<file path="config.mk">
export PLATFORM = sky130hd
export DESIGN_NAME = fbm_io_map
export DESIGN_NICKNAME = d
export VERILOG_FILES = /design/src/hw/fbm_pkg.sv /design/src/hw/fbm_sync.sv /design/src/hw/fbm_occupancy.sv /design/src/hw/fbm_io_map.sv
export SDC_FILE = /design/constraint.sdc
export NUM_CORES = 1
export LEC_CHECK = 0
export BUFFER_PORTS_ARGS = -buffer_cell sky130_fd_sc_hd__buf_2
export CORE_AREA = 2 2 239 241
export CTS_CLUSTER_SIZE = 40
export DETAILED_ROUTE_END_ITERATION = 6
export DIE_AREA = 0 0 241 243
export GPL_TIMING_DRIVEN = 0
export PLACE_DENSITY = 0.53
export SLEW_MARGIN = 20
export SYNTH_ARGS = -nofsm -noshare
export SYNTH_HDL_FRONTEND = slang
export SYNTH_HIERARCHICAL = 1
export SYNTH_SLANG_ARGS = --single-unit
</file>
<file path="constraint.sdc">
create_clock -name clock -period 4.9 [get_ports clock]
set_clock_uncertainty 0.15 [all_clocks]
set_input_delay 0.98 -clock clock [delete_from_list [all_inputs] [get_ports clock]]
set_output_delay 0.98 -clock clock [all_outputs]
set_load 0.03 [all_outputs]
</file>
<file path="src/hw/fbm_pkg.sv">
// constants and types shared by the fieldbus slave I/O map
package fbm_pkg;
    localparam int BIT_WORDS = 6;
    localparam int IMG_BITS = 96;
    localparam int REG_WORDS = 10;
    localparam int WORD_W = 16;
    localparam int ADDR_W = 9;
    localparam int SPACE_POS = 8;
    localparam int BIT_STEP = 2;
    localparam int REG_STEP = 4;
    localparam int REG_SPAN = 12;
    localparam int STATION_W = 6;
    localparam int SIZE_W = 6;
    localparam int CTL_BIT_BASE = 512;
    localparam int CTL_WORD_BASE = 38;
    localparam int READY_CTL_BIT = 603;
    localparam int READY_POS = READY_CTL_BIT - CTL_BIT_BASE;
    localparam int FAULT_W = 14;
    localparam int CMD_W = 12;
    localparam int STATION_BYTES = 12;
    localparam int BIT_BYTES_PER_STATION = 4;
    localparam int MAX_STATIONS = 4;
    localparam logic [STATION_W-1:0] STATION_RST = 6'h01;
    localparam logic [SIZE_W-1:0] SIZE_RST = 6'h00;
    localparam logic [WORD_W-1:0] WORD_RST = 16'h0000;
    typedef enum logic [0:0] {
        FBM_WAIT_INIT = 1'b0,
        FBM_ONLINE = 1'b1
    } fbm_state_t;
endpackage

</file>
<file path="src/hw/fbm_sync.sv">
// two flip-flop synchroniser for a level from outside the clock domain
`timescale 1ns/10ps
module fbm_sync
    import fbm_pkg::*;
(
    input wire logic clock, // system clock
    input wire logic nrst, // async reset, active low
    input wire logic async_in, // level from outside
    output logic sync_out // synchronised level
);
    logic stage1;
    always_ff @(posedge clock or negedge nrst) begin
        if (!nrst) begin
            stage1 <= 1'b0;
            sync_out <= 1'b0;
        end else begin
            stage1 <= async_in;
            sync_out <= stage1;
        end
    end
endmodule

</file>
<file path="src/hw/fbm_occupancy.sv">
// occupied stations and image sizes from the configured I/O byte size
`timescale 1ns/10ps
module fbm_occupancy
    import fbm_pkg::*;
(
    input wire logic [SIZE_W-1:0] io_size, // configured I/O bytes
    output logic [2:0] stations, // occupied stations 1..4
    output logic [3:0] bit_words, // bit image words claimed, two per station
    output logic [3:0] reg_words // usable register words
);
    logic [SIZE_W-1:0] bit_bytes;
    logic [SIZE_W-1:0] reg_bytes;
    logic [SIZE_W-1:0] reg_half;
    // sizes above the documented maximum fall into four stations
    assign stations = (io_size <= SIZE_W'(STATION_BYTES)) ? 3'h1 :
                      (io_size <= SIZE_W'(2*STATION_BYTES)) ? 3'h2 :
                      (io_size <= SIZE_W'(3*STATION_BYTES)) ? 3'h3 : 3'h4;
    assign bit_bytes = SIZE_W'(BIT_BYTES_PER_STATION) * SIZE_W'(stations);
    assign reg_bytes = (io_size > bit_bytes) ? io_size - bit_bytes : SIZE_W'(0);
    // an odd register byte still claims a whole word
    assign reg_half = SIZE_W'((reg_bytes + SIZE_W'(1)) >> 1);
    assign bit_words = 4'(SIZE_W'(stations) * SIZE_W'(BIT_STEP));
    assign reg_words = (reg_half > SIZE_W'(REG_WORDS)) ? 4'(REG_WORDS) : reg_half[3:0];
endmodule

</file>
<file path="src/hw/fbm_io_map.sv">
// fieldbus slave station I/O map between network image and controller I/O
//
// Function
// with remote allocation, status bits drive master-bound bits n..n+1 from bit 512.
// fault number appears as fourteen binary weights on bits 527 to 540.
// remote ready at n+5 bit B after init; fixed, never relocated or disabled.
// status and command functions are plain user bits until allocation is enabled.
// master bits n.0 to n.B drive the twelve commands, bits 512 to 523.
// unassigned bits pass through unchanged up to controller bit 607.
// register word offset m equals four times station minus one.
// master-bound register words m..m+9 come from words 38..47; A,B reserved.
// master-driven register words m..m+9 land in words 38..47; A,B reserved.
// occupied stations follow I/O size in steps of twelve bytes.
// bit and register data move in whole 16-bit words.
// the master must be set to the same occupied station count.
// station 1 uses bit words 0..5; station 4 starts at word 6.
// bit word offset n equals twice station minus one.
// remote ready stays low and master writes are dropped until init completes.
`timescale 1ns/10ps
module fbm_io_map
    import fbm_pkg::*;
(
    input wire logic clock, // 50 MHz system clock
    input wire logic nrst, // async reset, active low
    input wire logic board_init_done, // board init finished, from pin
    input wire logic [STATION_W-1:0] station_number, // configured station, 1..63
    input wire logic [SIZE_W-1:0] io_size, // configured I/O bytes
    input wire logic remote_alloc_enable, // route remote control bits
    input wire logic [ADDR_W-1:0] address, // network word address, bit 8 selects words
    input wire logic [WORD_W-1:0] write_data, // master-driven word
    input wire logic write_strobe, // master write, one cycle
    input wire logic read_strobe, // master read, one cycle
    output logic [WORD_W-1:0] read_data, // master-bound word, cycle after read
    input wire logic status_ready, // controller ready
    input wire logic status_start, // program running
    input wire logic status_paused, // program paused
    input wire logic status_error, // error present
    input wire logic emergency_stop_active, // emergency stop engaged
    input wire logic guard_open_active, // safeguard open
    input wire logic critical_fault, // critical error
    input wire logic status_warning, // warning present
    input wire logic drives_energized, // motors on
    input wire logic at_park_position, // at home
    input wire logic [2:0] running_program_weight, // current program number
    input wire logic automatic_operation, // auto mode
    input wire logic manual_teach_operation, // teach mode
    input wire logic [FAULT_W-1:0] fault_number_bit, // current error number
    input wire logic remote_command_active, // command running
    input wire logic remote_command_fault, // command failed
    input wire logic [IMG_BITS-1:0] user_bits_in, // program bits 512..607 to master
    input wire logic [REG_WORDS*WORD_W-1:0] user_words_in, // words 38..47 to master
    output logic [IMG_BITS-1:0] user_bits_out, // master bits to 512..607
    output logic [REG_WORDS*WORD_W-1:0] user_words_out, // master words to 38..47
    output logic start_request, // start command
    output logic [2:0] program_select_weight, // program select
    output logic stop_request, // stop command
    output logic pause_request, // pause command
    output logic continue_request, // continue command
    output logic reset_request, // reset command
    output logic energize_drives_request, // motors on command
    output logic deenergize_drives_request, // motors off command
    output logic home_request, // home command
    output logic shutdown_request, // shutdown command
    output logic remote_ready, // remote ready flag
    output logic [2:0] occupied_stations // stations to set in the master
);
    fbm_state_t state;
    fbm_state_t next_state;
    logic init_seen;
    logic [STATION_W-1:0] station_q;
    logic [SIZE_W-1:0] size_q;
    logic [IMG_BITS-1:0] ry_image;
    logic [WORD_W-1:0] rw_image [REG_WORDS];
    logic [CMD_W-1:0] cmd_q;
    logic [2:0] stations_w;
    logic [3:0] bit_words_w;
    logic [3:0] reg_words_w;

    fbm_sync u_init_sync (
        .clock(clock),
        .nrst(nrst),
        .async_in(board_init_done),
        .sync_out(init_seen)
    );

    fbm_occupancy u_occupancy (
        .io_size(size_q),
        .stations(stations_w),
        .bit_words(bit_words_w),
        .reg_words(reg_words_w)
    );

    // ready is sticky: once init is seen only reset clears it
    assign next_state = (state == FBM_ONLINE || init_seen) ? FBM_ONLINE : FBM_WAIT_INIT;

    always_ff @(posedge clock or negedge nrst) begin
        if (!nrst) begin
            state <= FBM_WAIT_INIT;
        end else begin
            state <= next_state;
        end
    end

    // configuration is caught as the board comes online so offsets never move mid-run
    always_ff @(posedge clock or negedge nrst) begin
        if (!nrst) begin
            station_q <= STATION_RST;
            size_q <= SIZE_RST;
        end else if (state == FBM_WAIT_INIT) begin
            station_q <= station_number;
            size_q <= io_size;
        end
    end

    // offsets; station 0 is treated as station 1
    logic [STATION_W-1:0] st_minus1;
    logic [7:0] base_n;
    logic [7:0] base_m;
    assign st_minus1 = (station_q == '0) ? '0 : station_q - STATION_W'(1);
    assign base_n = 8'(st_minus1) * 8'(BIT_STEP);
    assign base_m = 8'(st_minus1) * 8'(REG_STEP);

    // address decode
    logic is_reg_space;
    logic [7:0] word_idx;
    logic [7:0] bit_rel;
    logic [7:0] reg_rel;
    logic bit_hit;
    logic reg_hit;
    logic [7:0] bit_span;
    assign is_reg_space = address[SPACE_POS];
    assign word_idx = address[7:0];
    assign bit_rel = word_idx - base_n;
    assign reg_rel = word_idx - base_m;
    // four stations claim eight bit words, but only six are backed by controller bits
    assign bit_span = (bit_words_w > 4'(BIT_WORDS)) ? 8'(BIT_WORDS) : 8'(bit_words_w);
    assign bit_hit = !is_reg_space && word_idx >= base_n && bit_rel < bit_span;
    // words m+A and m+B fall outside reg_words and so read zero and drop writes
    assign reg_hit = is_reg_space && word_idx >= base_m && reg_rel < 8'(reg_words_w);

    // master-bound bit image
    logic [WORD_W-1:0] status_lo;
    logic [WORD_W-1:0] status_hi;
    logic [2*WORD_W-1:0] low_words;
    logic [IMG_BITS-1:0] rx_image;
    assign status_lo = {fault_number_bit[0], manual_teach_operation, automatic_operation,
                        running_program_weight, at_park_position, drives_energized,
                        status_warning, critical_fault, guard_open_active,
                        emergency_stop_active, status_error, status_paused,
                        status_start, status_ready};
    assign status_hi = {user_bits_in[31], remote_command_fault, remote_command_active,
                        fault_number_bit[FAULT_W-1:1]};
    assign low_words = remote_alloc_enable ? {status_hi, status_lo} : user_bits_in[31:0];
    assign rx_image = {user_bits_in[IMG_BITS-1:READY_POS+1], remote_ready,
                       user_bits_in[READY_POS-1:2*WORD_W], low_words};

    logic [WORD_W-1:0] rx_word;
    logic [WORD_W-1:0] rw_in_word;
    logic [WORD_W-1:0] next_read_data;
    assign rx_word = rx_image[bit_rel[2:0]*WORD_W +: WORD_W];
    assign rw_in_word = user_words_in[reg_rel[3:0]*WORD_W +: WORD_W];
    assign next_read_data = !read_strobe ? WORD_RST :
                            bit_hit ? rx_word :
                            reg_hit ? rw_in_word : WORD_RST;

    // read data stands for exactly one cycle
    always_ff @(posedge clock or negedge nrst) begin
        if (!nrst) begin
            read_data <= WORD_RST;
        end else begin
            read_data <= next_read_data;
        end
    end

    logic write_ok;
    assign write_ok = write_strobe && state == FBM_ONLINE;

    // master-driven bit image, written a whole word at a time
    always_ff @(posedge clock or negedge nrst) begin
        if (!nrst) begin
            ry_image <= '0;
        end else if (write_ok && bit_hit) begin
            ry_image[bit_rel[2:0]*WORD_W +: WORD_W] <= write_data;
        end
    end

    genvar gi;
    generate
        for (gi = 0; gi < REG_WORDS; gi++) begin : g_rw
            always_ff @(posedge clock or negedge nrst) begin
                if (!nrst) begin
                    rw_image[gi] <= WORD_RST;
                end else if (write_ok && reg_hit && reg_rel[3:0] == 4'(gi)) begin
                    rw_image[gi] <= write_data;
                end
            end
            assign user_words_out[gi*WORD_W +: WORD_W] = rw_image[gi];
        end
    endgenerate

    assign user_bits_out = ry_image;

    // commands reach the controller only with allocation on
    always_ff @(posedge clock or negedge nrst) begin
        if (!nrst) begin
            cmd_q <= '0;
        end else begin
            cmd_q <= remote_alloc_enable ? ry_image[CMD_W-1:0] : '0;
        end
    end

    assign start_request = cmd_q[0];
    assign program_select_weight = cmd_q[3:1];
    assign stop_request = cmd_q[4];
    assign pause_request = cmd_q[5];
    assign continue_request = cmd_q[6];
    assign reset_request = cmd_q[7];
    assign energize_drives_request = cmd_q[8];
    assign deenergize_drives_request = cmd_q[9];
    assign home_request = cmd_q[10];
    assign shutdown_request = cmd_q[11];

    // ready and station count registered so outputs come straight from flops
    always_ff @(posedge clock or negedge nrst) begin
        if (!nrst) begin
            remote_ready <= 1'b0;
            occupied_stations <= 3'h1;
        end else begin
            remote_ready <= (state == FBM_ONLINE);
            occupied_stations <= stations_w;
        end
    end
endmodule

</file>
* Word-level counts from Yosys, hierarchy flattened *
Index checks and enable logic that the tools add are counted.

cells by class
  add/sub/neg operators = 6
  $lt $le $gt $ge = 10
  equal/unequal tests = 9
  shift operators = 4
  mux-type cells = 14
  reductions and logical operators = 21

operator list
  cell                        count
  $shiftx A160 B9 Y16         1
  $bwmux W96                  1
  $shift A16 B34 Y96 const A  1
  $shiftx A16 B34 Y96         1
  $shiftx A96 B8 Y16          1
  $mux W16                    3
  $neg A7 Y34                 1
  $mux W31                    1
  $logic_and A1 B1 Y1         17
  $eq A4 B3 Y1 const B        4
  $lt A8 B4 Y1                2
  $mux W12                    1
  $mux W6                     2
  $mux W3                     3
  $eq A4 B2 Y1 const B        2
  $eq A4 B4 Y1 const B        2
  $ge A8 B7 Y1                1
  $ge A8 B8 Y1                1
  $mux W4                     2
  $sub A8 B7 Y8               1
  $sub A8 B8 Y8               1
  $add A6 B1 Y6 const B       1
  $gt A6 B5 Y1                1
  $le A6 B4 Y1 const B        1
  12 further kinds            12

storage, ports and cells
  register bits = 303
  bits of input ports = 330
  output and inout bits = 288
  word-level logic and storage cells = 84

* Depth between registers and ports, before layout *
  word-level depth = 14
  gate-level depth with buffers = 25
  gate-level depth less buffers = 22

* By module *
Netlist, hierarchy kept.

modules (own cells, without submodules)
  module         times used  cells each  area an instance (um^2)  sequential area each (um^2)
  fbm_io_map     1           1170        15020.7                  7534.7
  fbm_occupancy  1           65          501.7                    0.0
  fbm_sync       1           2           50.0                     50.0

* Worst setup path after synthesis *
Ideal clock, no wire load.

  kind = reg2reg
  start = register size_q[3]
  end = register rw_image (netlist bit user_words_out[38])
  setup time = 125 ps
  arrival = 5066 ps
  data required time = 4625 ps
  path slack = -440 ps
  cell stages (with the launch flop) = 23
  buffers on the path = 1
  period minus slack after synthesis = 5340 ps
  path through = dfrtp_1 > nor2b_1 > o21ai_0 > nand2_1 > a21oi_1 > ha_1 > inv_1 > fa_1 > a211oi_1 > nor2b_1 > ha_1 > nand3b_1 > xnor2_1 > o21ai_0 > or3_1 > inv_1 > ha_1 > a21o_1 > a21oi_1 > o221ai_1 > nor4_2 > buf_2 > mux2_2

on the way
  longest elaborated chain between the ends = 13
  elaborated cells between the ends (all ways) = 16
  those cells by class = add/sub (2); order compare (6); mux (5); reduce/logical (3)

RTL lines
  what                                           RTL line             text
  from (decl)                                    fbm_io_map.sv:71     logic [SIZE_W-1:0] size_q;
  from (signal assigned)                         fbm_io_map.sv:111    size_q <= io_size;
  $le A6 B6 Y1                                   fbm_occupancy.sv:17  (io_size <= SIZE_W'(3*STATION_BYTES)) ? 3'h3 : 3'h4;
  $mux W3                                        fbm_occupancy.sv:17
  $mux W3                                        fbm_occupancy.sv:16  (io_size <= SIZE_W'(2*STATION_BYTES)) ? 3'h2 :
  $mux W3 (*)                                    fbm_occupancy.sv:15  assign stations = (io_size <= SIZE_W'(STATION_BYTES)) ? 3'h1 :
  net bit_words_w[1]                             fbm_io_map.sv:76     logic [3:0] bit_words_w;
  $sub A6 B5 Y6 or $gt A6 B5 Y1 (tied branches)  fbm_occupancy.sv:19  assign reg_bytes = (io_size > bit_bytes) ? io_size - bit_bytes : SIZE_W'(0);
  $mux W6 (*)                                    fbm_occupancy.sv:19
  $add A6 B1 Y6 (*)                              fbm_occupancy.sv:21  assign reg_half = SIZE_W'((reg_bytes + SIZE_W'(1)) >> 1);
  $gt A5 B4 Y1                                   fbm_occupancy.sv:23  assign reg_words = (reg_half > SIZE_W'(REG_WORDS)) ? 4'(REG_WORDS) : reg_half[3:0];
  $mux W4 (*)                                    fbm_occupancy.sv:23
  net reg_words_w[1]                             fbm_io_map.sv:77     logic [3:0] reg_words_w;
  $lt A8 B4 Y1 (*)                               fbm_io_map.sv:139    assign reg_hit = is_reg_space && word_idx >= base_m && reg_rel < 8'(reg_words_w);
  $logic_and A1 B1 Y1 (*)                        fbm_io_map.sv:139
  $logic_and A1 B1 Y1 (*) (2 in a row)           fbm_io_map.sv:193    end else if (write_ok && reg_hit && reg_rel[3:0] == 4'(gi)) begin
  to (signal, indexed assignment)                fbm_io_map.sv:194    rw_image[gi] <= write_data;
  to (decl)                                      fbm_io_map.sv:73     logic [WORD_W-1:0] rw_image [REG_WORDS];

Mark *: on every way through the listed nets, which the timed path passes. The rest lies on a longest branch.
A chain may end at the register's enable or synchronous reset.

* Worst setup path after layout *
  start = register size_q[1]
  end = register rw_image (netlist bit user_words_out[51])

The elaborated chain is that of the path after synthesis.

==> run metrics <==
Final setup viols=73; Fill cells=5515; unrepaired setup endpoints after global routing=yes; Leak=11.67 nW; Max Freq=slightly below 200 MHz; DR DRC count=0; CTS Sinks=303; wire length per cell=23.79 µm; Final Cell Area=22390 µm²; fin nets=2327; fraction of final layout cells sized beyond drive strength 1=roughly 56%; Vias/cell=4.749; Starting Density=27.83%; post-layout minimum cycle time=about 5 ns; initial antenna violation count=12; Synth Cell Area=15570 µm²; CP Launch Type=flop; Worst-path clk slew=approximately 0.050 ns; Design Power=7.978 mW; Post-Synth XOR/XNOR Area=0.5624%; CP max FO=5; Pwr Density=356.4 nW/µm²; Clk Tree Root Cell=clkbuf_16; Post-synth EDFFs=0; CTS tree=done; Slew @ Worst Pin=1.019 ns; final period utilization=102.9%; GP Congestion=approximately 0.88; P&R area growth vs syn=43.76%; Synth area leaders=dfrtp_1, mux2_2, mux2i_1; Arr. time, crit path=5.30 ns; critical path class=flop to flop; I/O Pins=between 600 and 700; Worst Hold Path Cells=0; Avg Inst Size Synth=~13 µm²; Synth Area in Compound Gates=6.580%; Synth Register Bits=303; share of the synthesized area in the top cell type=about 48%; cell count after synthesis=1237; sequential standard cell area=7590 µm²; core footprint=55950 µm²; hold crit path type=flop to flop; DR iter-0 viols=478; Max IR drop VDD=191.2 µV; Critical Path RT=between 5 and 6 ns; Routed Wire Length=65560 µm; routed vias=roughly 13000; CP max stage cell=or4_4; warnings from Yosys=6; first-pass GRT wire length=92220 µm; Synth Area in Adders=2.876%; leading area contributor after synthesis=dfrtp_1; top_reg_cell synth=dfrtp_1; Netlist cell types=75; max_slew headroom=31.84%; post-synthesis mux area share=29.08%; syn nets=1601; Hold EP=u_init_sync/sync_out$_DFF_PN0_; input/output buffers=616; Multi-input gate area=about 7700 µm²; number of global-route vias before repair=roughly 14000; drt first pass iters=5; R2R Path End=user_words_out[51]$_DFFE_PN0P_; placed cell area=19830 µm²; Die Wd=between 200 and 250 µm; failing checks=negative setup slack; Critical R2R Launch=size_q[1]$_DFFE_PN0N_; post-synthesis simple-gate area fraction=7.842%; Async SR Flop Fraction=100.0%; Bufs on Longest Clock Path=3; cts-stage hold buffer count=0; largest family of logic cells by synthesized area=multiplexers; Slowest Stage Delay on Critical Path=0.64 ns; Final WS setup=-0.1414 ns; GRT Overall Usage=between 20 and 25%; DP Wirelength=50920 µm; post-route ant nets=0; Hold Vio Cnt, Final=0; CP Capture Type=flop; r2r setup slk=-0.14 ns; R2R cell count=23; Seq/Total Area, Yosys=around half; DIE AREA=58560 µm²; status=finished with violations; Slew Viols, Final=0; largest net degree at the start of global routing=about 80; worst path cell trace=nor2_4, nor2_4, o21ai_4, nand2_2, a21oi_4, ha_4, inv_2, fa_2, buf_4, buf_4, and3_2, nor2_2, o41ai_4, o21a_1, or3_1, inv_1, ha_1, a21o_1, a21oi_4, o221ai_4, or4_4, buf_12, mux2_2; CTS Buf Count=36; max_cap viols=0; Core Rows=87; H-tree depth=2; die height=between 200 and 250 µm; gr ovfl total=0; worst skew pair latency=0.55 ns; hold_sp=u_init_sync/stage1$_DFF_PN0_
-- worst max path at each step --
stage,from,end,cells past startpoint
2_1_floorplan,size_q[1]$_DFFE_PN0N_,user_words_out[53]$_DFFE_PN0P_,24
3_3_place_gp,nrst,size_q[3]$_DFFE_PN0N_,1
3_5_place_dp,size_q[0]$_DFFE_PN0N_,user_words_out[124]$_DFFE_PN0P_,24
4_1_cts,size_q[0]$_DFFE_PN0N_,user_words_out[101]$_DFFE_PN0P_,23
5_1_grt,size_q[1]$_DFFE_PN0N_,user_words_out[138]$_DFFE_PN0P_,26
6_report,size_q[1]$_DFFE_PN0N_,user_words_out[51]$_DFFE_PN0P_,23
-- worst max-delay path, delay by kind of cell, from the launching register on --
family / cells / cell delay (ns)
buffers and inverters: 5 / 0.59
and+or+nand+nor: 7 / 1.58
adders and majority gates: 3 / 0.79
AOI/OAI and AO/OA: 7 / 1.10
DFF: 1 / 0.42
muxes: 1 / 0.26
-- sequential cells by signal, summed over array words and instances (netlist names) --
name,count
user_words_out,160
user_bits_out,96
read_data,16
cmd_q,12
size_q,6
station_q,6
occupied_stations,3
remote_ready,1
state,1
u_init_sync/stage1,1
u_init_sync/sync_out,1
-- layer usage --
layer	part of all wire [%]	GRT usage [%]	up-vias
met4	4.4	9.259	2
met5	0.020	0	-
met2	52	39.51	470
met3	6.1	4.595	112
met1	38	24.05	6575
li1	-	-	5928
-- per-stage QoR --
step,hold slack [ns],setup WS (ns),util [%],setup TNS [ns],instances
detailed placement,0.1886,-1.303,35.44,-226.96,2615
finish,0.2028,-0.1414,40.01,-5.816,2756
global route,0.2064,-0.2747,40.01,-24.64,2755
CTS,0.2045,-0.1362,38.74,-7.254,2717
global placement,0.1951,-3.656,35.18,-1177.34,2609
floorplan,0.1812,0.01203,-,0,1237
-- synth_stat cells, drive strengths merged (4+ instances only) --
| cell type | number |
|---|---|
| nor4 | 6 |
| and2 | 15 |
| a211oi | 14 |
| clkbuf | 59 |
| nand2b | 7 |
| or3 | 4 |
| mux2i | 104 |
| o221ai | 11 |
| a31oi | 11 |
| nor3b | 4 |
| xnor2 | 7 |
| and3 | 20 |
| o2111ai | 5 |
| mux2 | 227 |
| nand4 | 5 |
| o22ai | 17 |
| a21oi | 14 |
| ha | 31 |
| or2 | 4 |
| nor2 | 34 |
| nand2 | 72 |
| dfrtp | 301 |
| nor2b | 18 |
| buf | 33 |
| o21ai | 33 |
| nand3b | 4 |
| a2bb2oi | 11 |
| mux4 | 38 |
| nor3 | 6 |
| inv | 66 |
| nand3 | 9 |
-- timing repair --
action | CTS | global route
endpoints found under the setup margin | 272 | 237
setup buffers | 43 | 24
resized for setup | 69 | 107
endpoints found under the hold margin | 0 | 0
pin swaps | 25 | 13
gates cloned | 2 | 5
-- report_power, final --
part | internal, mW | switching (mW) | total (mW) | leakage, nW
Sequential | 2.70 | 0.111 | 2.81 | 3.96
Clock | 1.61 | 1.10 | 2.71 | 0.583
Combinational | 0.911 | 1.55 | 2.46 | 7.13
-- cells in the final DEF (no fill, tap or decap), types with 12 or more instances in the layout --
cell type    n
a211oi_1    12
a21oi_1     12
and2_1      13
and3_1      18
buf_2      621
buf_4       47
buf_6       22
buf_8       15
clkbuf_1    48
clkbuf_16   42
dfrtp_1    297
diode_2     12
ha_1        28
inv_1       61
mux2_2     160
mux2_4      67
mux2i_1    104
mux4_2      38
nand2_1     71
nor2_1      28
nor2b_1     17
o21ai_0     30
o22ai_1     17
-- cells by family (layout without fill, tap and decap cells) --
kind of cell | count (synthesis) | in the layout
AO/OA/AOI/OAI | 140 | 140
XOR/XNOR | 10 | 10
adder cells (fa/ha/maj) | 34 | 34
buffers and inverters | 159 | 910
flip-flops | 303 | 303
multiplexers | 369 | 369
other | 2 | 14
AND/OR/NAND/NOR | 220 | 220
-- final cells by class --
cell class / instances / area share, %
Inverter: 67 / 1.140
Multi-Input combinational cell: 775 / 34.58
Buffer: 84 / 2.560
Tap cell: 756 / 4.225
Antenna cell: 12 / 0.1341
Timing Repair Buffer: 696 / 18.12
Sequential cell: 303 / 33.90
Clock buffer: 52 / 4.695
Clock inverter: 11 / 0.6427
(Power assumes the default switching activity.)
